--- config.mk ---
export PLATFORM = sky130hd
export DESIGN_NAME = mma_port
export DESIGN_NICKNAME = d
export VERILOG_FILES = /design/src/hdl/mma_pkg.sv /design/src/hdl/mma_fifo.sv /design/src/hdl/mma_port.sv
export SDC_FILE = /design/constraint.sdc
export NUM_CORES = 1
export LEC_CHECK = 0
export BUFFER_PORTS_ARGS = -buffer_cell sky130_fd_sc_hd__buf_2
export CAP_MARGIN = 5
export CORE_UTILIZATION = 35
export CTS_CLUSTER_DIAMETER = 40
export DETAILED_ROUTE_END_ITERATION = 10
export PLACE_DENSITY_LB_ADDON = 0.15
export SETUP_SLACK_MARGIN = 0.15
export SYNTH_ARGS = -nofsm -noshare
export SYNTH_HDL_FRONTEND = slang
export SYNTH_SLANG_ARGS = --single-unit
--- constraint.sdc ---
create_clock -name pclk -period 2.4 [get_ports pclk]
set_input_delay 0.48 -clock pclk [delete_from_list [all_inputs] [get_ports pclk]]
set_output_delay 0.48 -clock pclk [all_outputs]
set_load 0.02 [all_outputs]
--- src/hdl/mma_pkg.sv ---
/*
 * Shared constants and carrier types for the multi-master I2C port:
 * register offsets, reset values, field layouts and bit counts.
 * Assumes a 32-bit APB master with byte addresses, one word per register.
 */
package mma_pkg;

    // ========================================
    // Register byte offsets
    localparam logic [7:0] MMA_OFS_BUF  = 8'h00;
    localparam logic [7:0] MMA_OFS_CTRL = 8'h04;
    localparam logic [7:0] MMA_OFS_STAT = 8'h08;
    localparam logic [7:0] MMA_OFS_DIR  = 8'h0C;
    localparam logic [7:0] MMA_OFS_EVT  = 8'h10;
    localparam logic [7:0] MMA_OFS_OWN  = 8'h14;

    // ========================================
    // Field positions
    localparam int MMA_DIR_SDA  = 7;
    localparam int MMA_DIR_SCL  = 6;
    localparam int MMA_EVT_FLAG = 0;
    localparam int MMA_EVT_EN   = 1;
    localparam int MMA_EVT_ARB  = 2;

    // ========================================
    // Reset values and codes
    localparam logic [7:0] MMA_CTRL_RST     = 8'h00;
    localparam logic [1:0] MMA_DIR_RST      = 2'h3;
    localparam logic [6:0] MMA_OWN_RST      = 7'h00;
    localparam logic [3:0] MMA_MODE_M_ONLY  = 4'hB;
    localparam logic [3:0] MMA_BIT_ACK      = 4'h8;
    localparam logic [3:0] MMA_BIT_DONE     = 4'h9;
    localparam int         MMA_FIFO_WIDTH   = 8;
    localparam int         MMA_FIFO_DEPTH   = 8;

    // ========================================
    // Carrier types
    typedef struct packed {
        logic        psel;
        logic        penable;
        logic        pwrite;
        logic [7:0]  paddr;
        logic [31:0] pwdata;
    } mma_apb_req_s;

    typedef struct packed {
        logic        pready;
        logic [31:0] prdata;
        logic        pslverr;
    } mma_apb_rsp_s;

    typedef struct packed {
        logic       write_collision_flag;
        logic       ovf;
        logic       en;
        logic       clock_hold_release;
        logic [3:0] mode;
    } mma_ctrl_s;

endpackage : mma_pkg

--- src/hdl/mma_fifo.sv ---
/*
 * Small synchronous FIFO with valid/ready on both sides.
 * Assumes both sides run on pclk; in_ready low means full.
 */
`timescale 1ns/1ns
`default_nettype none
module mma_fifo #(
    parameter int WIDTH = 8,
    parameter int DEPTH = 8
) (
    input  wire logic             pclk,
    input  wire logic             presetn,
    input  wire logic             in_valid,
    output logic                  in_ready,
    input  wire logic [WIDTH-1:0] in_data,
    output logic                  out_valid,
    input  wire logic             out_ready,
    output logic [WIDTH-1:0]      out_data
);
    localparam int AW = $clog2(DEPTH);

    typedef struct packed {
        logic [DEPTH-1:0][WIDTH-1:0] mem;
        logic [AW-1:0]               wp;
        logic [AW-1:0]               rp;
        logic [AW:0]                 cnt;
    } mma_fifo_st_s;

    mma_fifo_st_s s_q;
    mma_fifo_st_s s_d;
    logic         push;
    logic         pop;

    assign in_ready  = s_q.cnt != (AW+1)'(DEPTH);
    assign out_valid = s_q.cnt != '0;
    assign out_data  = s_q.mem[s_q.rp];
    assign push      = in_valid & in_ready;
    assign pop       = out_valid & out_ready;

    always_comb begin
        s_d = s_q;
        if (push) begin
            s_d.mem[s_q.wp] = in_data;
            s_d.wp = s_q.wp + AW'(1);
        end
        if (pop) begin
            s_d.rp = s_q.rp + AW'(1);
        end
        s_d.cnt = s_q.cnt + (AW+1)'(push) - (AW+1)'(pop);
    end

    always_ff @(posedge pclk or negedge presetn) begin
        if (!presetn) begin
            s_q <= '0;
        end else begin
            s_q <= s_d;
        end
    end
endmodule : mma_fifo
`default_nettype wire

--- src/hdl/mma_port.sv ---
/*
 * Multi-master I2C port: bus-state tracking, firmware-driven master pins
 * with arbitration check, receive-only slave with address ack, clock hold.
 * Assumes SCL/SDA inputs are asynchronous wires with external pull-ups,
 * sampled here by pclk; APB master on pclk.
 *
// How it works
// Reset or disable clears start and stop seen
// Start and stop flags follow latest bus condition
// Take bus only after stop or when idle
// Stop raises event interrupt when enabled
// Master compares SDA only while releasing it
// SDA low while released loses arbitration
// Slave logic keeps receiving after lost arbitration
// Matching address is acknowledged as slave
// Firmware retries data lost during data phase
// Cleared clock hold pulls SCL low
// Hold waits until SCL already sampled low
// SCL held until hold bit set again
// Firmware keeps sample and edge bits clear
// Start, stop, each byte set event flag
// Pins are open-drain lows by direction bits
// Start/stop are SDA edges with SCL high
 */
// Implementation choices: the placing of the registers and the APB register port.
`timescale 1ns/1ns
`default_nettype none
module mma_port (
    input  wire logic                  pclk,
    input  wire logic                  presetn,
    input  wire mma_pkg::mma_apb_req_s apb_req,
    output mma_pkg::mma_apb_rsp_s      apb_rsp,
    input  wire logic                  scl_i,
    output logic                       scl_o,
    output logic                       scl_oe,
    input  wire logic                  sda_i,
    output logic                       sda_o,
    output logic                       sda_oe,
    output logic                       irq
);
    import mma_pkg::*;

    typedef struct packed {
        logic        apb_rdy;
        logic        apb_err;
        logic [31:0] apb_rdata;
        logic        scl_m1;
        logic        scl_m2;
        logic        scl_m3;
        logic        sda_m1;
        logic        sda_m2;
        logic        sda_m3;
        mma_ctrl_s   ctrl;
        logic [1:0]  smp_cke;
        logic        start_seen;
        logic        stop_seen;
        logic        data_not_addr;
        logic        rw_bit;
        logic        evt_flag;
        logic        evt_en;
        logic        irq;
        logic        dir_sda;
        logic        dir_scl;
        logic        master;
        logic        arb_lost;
        logic        arb_in_data;
        logic [7:0]  tx_last;
        logic [6:0]  own_addr;
        logic [7:0]  shreg;
        logic [3:0]  bitcnt;
        logic        addr_phase;
        logic        addressed;
        logic        ack_drive;
        logic        stretch;
        logic        sda_oe;
        logic        scl_oe;
    } mma_st_s;

    mma_st_s    s_q;
    mma_st_s    s_d;
    logic       scl_rise;
    logic       scl_fall;
    logic       start_det;
    logic       stop_det;
    logic       setup;
    logic       wr;
    logic       rd;
    logic       bus_free;
    logic       byte_end;
    logic       ack_end;
    logic       addr_match;
    logic       slave_en;
    logic       lose;
    logic       push_valid;
    logic       push_ready;
    logic       pop_valid;
    logic       pop_ready;
    logic [7:0] pop_data;
    logic       dir_refused;

    // ========================================
    // Bus condition detection on synchronised lines
    assign scl_rise   = s_q.scl_m2 & ~s_q.scl_m3;
    assign scl_fall   = ~s_q.scl_m2 & s_q.scl_m3;
    assign start_det  = s_q.scl_m2 & s_q.scl_m3 & ~s_q.sda_m2 & s_q.sda_m3;
    assign stop_det   = s_q.scl_m2 & s_q.scl_m3 & s_q.sda_m2 & ~s_q.sda_m3;
    assign bus_free   = s_q.stop_seen | (~s_q.start_seen & ~s_q.stop_seen);
    assign byte_end   = scl_fall & (s_q.bitcnt == MMA_BIT_ACK);
    assign ack_end    = scl_fall & (s_q.bitcnt == MMA_BIT_DONE);
    assign addr_match = s_q.addr_phase & (s_q.shreg[7:1] == s_q.own_addr);
    assign slave_en   = s_q.ctrl.en & (s_q.ctrl.mode != MMA_MODE_M_ONLY);
    // Only a released SDA is checked against the line
    assign lose = s_q.ctrl.en & s_q.master & s_q.dir_sda & scl_rise & ~s_q.sda_m2;

    // ========================================
    // APB decode
    assign setup = apb_req.psel & ~apb_req.penable;
    assign wr    = apb_req.psel & apb_req.penable & s_q.apb_rdy & apb_req.pwrite;
    assign rd    = apb_req.psel & apb_req.penable & s_q.apb_rdy & ~apb_req.pwrite;
    assign dir_refused = wr & (apb_req.paddr == MMA_OFS_DIR) & ~s_q.master & ~bus_free
                       & ~(apb_req.pwdata[MMA_DIR_SDA] & apb_req.pwdata[MMA_DIR_SCL]);

    assign push_valid = byte_end & slave_en & s_q.addressed & ~s_q.rw_bit & ~s_q.addr_phase;
    assign pop_ready  = rd & (apb_req.paddr == MMA_OFS_BUF);

    // ========================================
    // Receive buffer
    mma_fifo #(
        .WIDTH (MMA_FIFO_WIDTH),
        .DEPTH (MMA_FIFO_DEPTH)
    ) u_rx_fifo (
        .pclk      (pclk),
        .presetn   (presetn),
        .in_valid  (push_valid),
        .in_ready  (push_ready),
        .in_data   (s_q.shreg),
        .out_valid (pop_valid),
        .out_ready (pop_ready),
        .out_data  (pop_data)
    );

    // ========================================
    // Next state
    always_comb begin
        s_d = s_q;
        s_d.scl_m1 = scl_i;
        s_d.scl_m2 = s_q.scl_m1;
        s_d.scl_m3 = s_q.scl_m2;
        s_d.sda_m1 = sda_i;
        s_d.sda_m2 = s_q.sda_m1;
        s_d.sda_m3 = s_q.sda_m2;

        // Register reads are captured in the setup phase
        s_d.apb_rdy = setup;
        s_d.apb_err = 1'b0;
        if (setup) begin
            s_d.apb_rdata = 32'h0000_0000;
            unique case (apb_req.paddr)
                MMA_OFS_BUF:  s_d.apb_rdata[7:0] = pop_valid ? pop_data : s_q.tx_last;
                MMA_OFS_CTRL: s_d.apb_rdata[7:0] = s_q.ctrl;
                MMA_OFS_STAT: s_d.apb_rdata[7:0] = {s_q.smp_cke, s_q.data_not_addr,
                                  s_q.stop_seen, s_q.start_seen, s_q.rw_bit,
                                  1'b0, pop_valid};
                MMA_OFS_DIR:  s_d.apb_rdata[7:6] = {s_q.dir_sda, s_q.dir_scl};
                MMA_OFS_EVT:  s_d.apb_rdata[3:0] = {s_q.arb_in_data, s_q.arb_lost,
                                  s_q.evt_en, s_q.evt_flag};
                MMA_OFS_OWN:  s_d.apb_rdata[6:0] = s_q.own_addr;
                default:      s_d.apb_err = 1'b1;
            endcase
        end

        // Register writes
        if (wr) begin
            unique case (apb_req.paddr)
                MMA_OFS_BUF:  s_d.tx_last = apb_req.pwdata[7:0];
                MMA_OFS_CTRL: s_d.ctrl = mma_ctrl_s'(apb_req.pwdata[7:0]);
                MMA_OFS_STAT: s_d.smp_cke = apb_req.pwdata[7:6];
                MMA_OFS_DIR: begin
                    if (!dir_refused) begin
                        s_d.dir_sda = apb_req.pwdata[MMA_DIR_SDA];
                        s_d.dir_scl = apb_req.pwdata[MMA_DIR_SCL];
                        if (!(apb_req.pwdata[MMA_DIR_SDA] & apb_req.pwdata[MMA_DIR_SCL])) begin
                            s_d.master = 1'b1;
                        end
                    end
                end
                MMA_OFS_EVT: begin
                    s_d.evt_en = apb_req.pwdata[MMA_EVT_EN];
                    if (apb_req.pwdata[MMA_EVT_FLAG]) begin
                        s_d.evt_flag = 1'b0;
                    end
                    if (apb_req.pwdata[MMA_EVT_ARB]) begin
                        s_d.arb_lost = 1'b0;
                    end
                end
                MMA_OFS_OWN:  s_d.own_addr = apb_req.pwdata[6:0];
                default: ;
            endcase
        end
        // Busy bus: a drive-low request is refused and flagged
        if (dir_refused) begin
            s_d.ctrl.write_collision_flag = 1'b1;
        end

        // Bus conditions and slave receive; hardware sets win over clears
        if (start_det) begin
            s_d.start_seen    = 1'b1;
            s_d.stop_seen     = 1'b0;
            s_d.evt_flag      = 1'b1;
            s_d.bitcnt        = 4'h0;
            s_d.addr_phase    = 1'b1;
            s_d.addressed     = 1'b0;
            s_d.ack_drive     = 1'b0;
            s_d.data_not_addr = 1'b0;
        end else if (stop_det) begin
            s_d.stop_seen  = 1'b1;
            s_d.start_seen = 1'b0;
            s_d.evt_flag   = 1'b1;
            s_d.master     = 1'b0;
            s_d.bitcnt     = 4'h0;
            s_d.addr_phase = 1'b0;
            s_d.addressed  = 1'b0;
            s_d.ack_drive  = 1'b0;
        end else begin
            // Shifting is independent of master state, so it survives a loss
            if (scl_rise && s_q.bitcnt < MMA_BIT_ACK) begin
                s_d.shreg  = {s_q.shreg[6:0], s_q.sda_m2};
                s_d.bitcnt = s_q.bitcnt + 4'h1;
            end
            if (byte_end) begin
                s_d.bitcnt = MMA_BIT_DONE;
                if (slave_en && addr_match) begin
                    s_d.addressed = 1'b1;
                    s_d.rw_bit    = s_q.shreg[0];
                    s_d.ack_drive = 1'b1;
                end else if (push_valid) begin
                    s_d.data_not_addr = 1'b1;
                    if (push_ready) begin
                        s_d.ack_drive = 1'b1;
                    end else begin
                        s_d.ctrl.ovf = 1'b1;
                    end
                end
            end
            if (ack_end) begin
                s_d.bitcnt     = 4'h0;
                s_d.addr_phase = 1'b0;
                s_d.ack_drive  = 1'b0;
                s_d.evt_flag   = 1'b1;
            end
        end

        // Lost arbitration releases both lines
        if (lose) begin
            s_d.dir_sda     = 1'b1;
            s_d.dir_scl     = 1'b1;
            s_d.master      = 1'b0;
            s_d.arb_lost    = 1'b1;
            s_d.arb_in_data = ~s_q.addr_phase;
        end

        // Clock hold: start pulling only once SCL is seen low
        if (s_d.ctrl.clock_hold_release) begin
            s_d.stretch = 1'b0;
        end else if (!s_q.scl_m2) begin
            s_d.stretch = 1'b1;
        end

        if (!s_d.ctrl.en) begin
            s_d.start_seen = 1'b0;
            s_d.stop_seen  = 1'b0;
            s_d.master     = 1'b0;
            s_d.stretch    = 1'b0;
            s_d.ack_drive  = 1'b0;
            s_d.addressed  = 1'b0;
            s_d.addr_phase = 1'b0;
            s_d.bitcnt     = 4'h0;
        end

        s_d.irq    = s_d.evt_flag & s_d.evt_en;
        s_d.sda_oe = s_d.ctrl.en & (s_d.ack_drive | ~s_d.dir_sda);
        s_d.scl_oe = s_d.ctrl.en & (s_d.stretch | ~s_d.dir_scl);
    end

    always_ff @(posedge pclk or negedge presetn) begin
        if (!presetn) begin
            s_q          <= '0;
            s_q.scl_m1   <= 1'b1;
            s_q.scl_m2   <= 1'b1;
            s_q.scl_m3   <= 1'b1;
            s_q.sda_m1   <= 1'b1;
            s_q.sda_m2   <= 1'b1;
            s_q.sda_m3   <= 1'b1;
            s_q.ctrl     <= mma_ctrl_s'(MMA_CTRL_RST);
            s_q.dir_sda  <= MMA_DIR_RST[1];
            s_q.dir_scl  <= MMA_DIR_RST[0];
            s_q.own_addr <= MMA_OWN_RST;
        end else begin
            s_q <= s_d;
        end
    end

    // ========================================
    // Outputs
    assign apb_rsp.pready  = s_q.apb_rdy;
    assign apb_rsp.prdata  = s_q.apb_rdata;
    assign apb_rsp.pslverr = s_q.apb_err;
    assign scl_o  = 1'b0;
    assign sda_o  = 1'b0;
    assign scl_oe = s_q.scl_oe;
    assign sda_oe = s_q.sda_oe;
    assign irq    = s_q.irq;
endmodule : mma_port
`default_nettype wire

==> results.txt <==
setup violators final = 0
RSZ-0062 raised after global routing = no
Yosys top cell area share = 47.0%
vias in the first global route = 4,770
Die Height = 146 um
worst reg2reg startpoint = s_q[58]$_DFF_PN1_
Starting Density = 35.9%
antenna violations before repair = 0
Gate Count Post-Synth = 572
Tot Pwr = 5.82 mW
CP Launch Type = flip-flop
drc violations = 0
Remaining Overflow, GRT = 0
highest routed layer = met4
First-pass DRT Iterations = 4
Primary FF master, synth = dfrtp_1
Internal = 4.34 mW
met3 wire length = 674 um
Detailed Place HPWL = 11,700 um
Pwr Density = 683 mW/mm2
Critical Path Sink = u_rx_fifo.s_q[24]$_DFFE_PN0P_
Net Sw Frac = 25.4%
Synth area leader = dfrtp_1
HP Class = in -> reg
post-route minimum period = 2.15 ns
clock power share = 47.4%
post-route ant nets = 0
pin count of the biggest net entering global routing = 85
Reg2Reg Depth = 6
Peak supply drop = 0.000441 V
met1 wire length = 7510 um
Core Util, Final = 42.0%
n_diodes = 0
Final #Nets = 684
synth-to-layout area growth = 16.9%
CTS HTree Levels = 4
Max-Cap Viols = 0
top post-synthesis cells by area = dfrtp_1 47%, mux2_2 15%, mux4_2 4.3%, buf_4 3.8%, dfstp_2 2.9%
Sw Pwr = 1.48 mW
DR vias/cell = 4.94
CP required = 2.69 ns
GRT Util Overall = 16.6%
#FFs+latches synth = 145
filler cell count = 1,891
layout cell share with drive strength beyond 1 = 41.1%
total CTS buffers = 17
die footprint = 0.0214 mm2
number of enable flip-flop cells after synthesis = 0
number of placement rows = 52
Vias = 4,487
Routed WL per cell = 18.1 um
Die X = 146 um
Layout Skew = 0.0154 ns
synth unique cells = 70
I/O pin total = 86
R2R Setup Slk = 0.25 ns
Flop pwr share = 46.7%
WL met2 = 7960 um
Crit path largest cell delay = 0.53 ns
CP endpoint kind = flip-flop
fmax = 0.466 GHz
min-delay src = sda_i
crit-path max FO = 8
DRT iter0 DRCs = 203
CP Class = reg -> reg
syn avg cell area = 12.7 um2
critical path's slowest cell = dfstp_2
status = completed
ys async rst share = 100%
Placeable Area = 0.0203 mm2
global-route wire length before repair = 27,000 um
CTS Root Cell = clkbuf_16
YS warnings = 0
data arrival time of the worst path = 2.44 ns
post-synthesis cell area = 0.00729 mm2
Max Slew Vio Count = 0
clock latency on the worst-skew pair = 0.42 ns
combinational power share = 5.9%
critical path, cell by cell = and4bb_4 > nand4_4 > a21oi_4 > nor4bb_4 > buf_6 > mux2_2
sequential fraction of the synthesis area = 49.9%
Final Hold Vio Count = 0
P_leak = 4.08 nW
Sink Count = 145
DRT Wirelength = 16,400 um
CTS tree = yes
CTS Buffer Depth = 2
clk slew on worst S/H paths = 0.06 ns
RR Endpoint = u_rx_fifo.s_q[24]$_DFFE_PN0P_
I/O Buffers = 35
Placer Congestion = 0.852
crit path from = s_q[58]$_DFF_PN1_
crit share post-route = 89.5%
[Yosys cell counts (4+ instances only)]
cell type and number:
a21o_1 5, dfrtp_1 137, xnor2_1 11, o211ai_1 5
ha_1 11, a21oi_1 16, xor2_1 4, o21ai_0 17
buf_4 37, nand2_1 34, nor3_1 8, dfstp_2 8
clkbuf_1 13, nand3_1 6, a221oi_1 6, inv_1 17
mux2_4 8, nand4_1 5, mux4_2 14, mux2_2 96
nor2_1 25, buf_2 10, mux2i_1 11
[per-layer routing]
layer | vias up | GRT usage (%)
met2 | 107 | 26.7
met3 | 15 | 4.09
li1 | 2107 | -
met1 | 2258 | 21.9
met5 | - | 0
met4 | 0 | 5.57
[repair_timing]
item	4_1_cts	5_1_grt
gates resized for setup	3	13
endpoints found under the hold margin	15	0
setup endpoints to repair	35	17
buffers inserted	3	4
pin swaps	0	4
hold buffers	1	0
[worst min-delay path by stage]
stage	to	slack [ns]	cells past startpoint
finish	s_d[56]$_DFF_PN1_	0.16	1
global route	s_d[59]$_DFF_PN1_	0.14	1
CTS	s_d[56]$_DFF_PN1_	0.14	1
detailed placement	s_d[55]$_DFF_PN1_	0.35	0
global placement	s_q[54]$_DFFE_PN0P_	0.35	1
floorplan	apb_rsp[0]$_DFF_PN0_	0.18	0
[power groups by stage]
stage	Combinational (mW)	Sequential [mW]	Clock [mW]
global route	0.383	2.74	2.95
floorplan	0.365	2.60	0
CTS	0.350	2.73	2.82
finish	0.344	2.72	2.76
global placement	0.337	2.76	0
detailed placement	0.344	2.77	0
[per-stage QoR]
step | hold slack (ns) | TNS, ns | setup WS (ns) | cells | cell area, um2
2_1_floorplan | 0.184 | -0.120 | -0.0552 | 597 | 7390
3_3_place_gp | 0.346 | -0.0608 | -0.0332 | 868 | 7770
3_5_place_dp | 0.347 | -0.101 | -0.0535 | 868 | 7770
4_1_cts | 0.141 | 0 | 0.163 | 904 | 8440
5_1_grt | 0.140 | 0 | 0.147 | 908 | 8520
6_report | 0.157 | 0 | 0.252 | 908 | 8520
[cell families (layout without fill, tap and decap cells)]
family / count (synthesis) / after routing / synth area share, %
fa+ha+maj: 12 / 12 / 2.16
other cells: 1 / 26 / 0.0515
buf+inv: 85 / 126 / 6.90
xor+xnor: 15 / 15 / 1.80
flops: 145 / 145 / 49.9
simple gates: 112 / 112 / 9.85
compound gates: 72 / 72 / 6.68
mux: 130 / 130 / 22.6
[state kept, by name, summed over array words and instances, names as in the netlist]
register       cells
irq                1
s_q               54
sda_oe             1
scl_oe             1
u_rx_fifo.s_q     74
s_d                4
apb_rsp           10
[cell type report]
class	instances	area, um2	area share (%)
Clock buffer	18	439	5.15
Clock inverter	14	184	2.16
Inverter	18	67.6	0.793
Multi-Input combinational cell	367	3300	38.8
Sequential cell	145	3640	42.7
Tap cell	270	338	3.96
Timing Repair Buffer	76	549	6.45
[critical path: cells and delay by family (launching register included)]
kind                   cells  cell delay (ns)
AOI/OAI and AO/OA          1             0.27
buffers and inverters      1             0.20
DFF                        1             0.53
muxes                      1             0.35
and+or+nand+nor            3             0.67
[placed cells by master (no fill, tap or decap), types with 3 or more instances in the layout]
cell and instances:
buf_4 34, nand4_1 5, xor2_1 4, nor2_1 24
mux2_2 95, mux2_4 9, mux4_2 14, nand3_1 5
a21oi_1 16, xnor2_1 11, dfstp_2 8, dfrtp_1 136
mux2i_1 11, o211ai_1 5, inv_1 15, buf_6 3
a31oi_1 3, a21o_1 5, clkinv_4 8, a211oi_1 3
nand2_1 34, conb_1 26, ha_1 8, bufinv_16 3
a221oi_1 6, nor2b_1 3, nor3_1 8, buf_2 34
nand4_4 3, clkbuf_16 17, buf_12 4, o21ai_0 17
inv_2 3
Note: power is estimated with default switching activity, not from simulation.
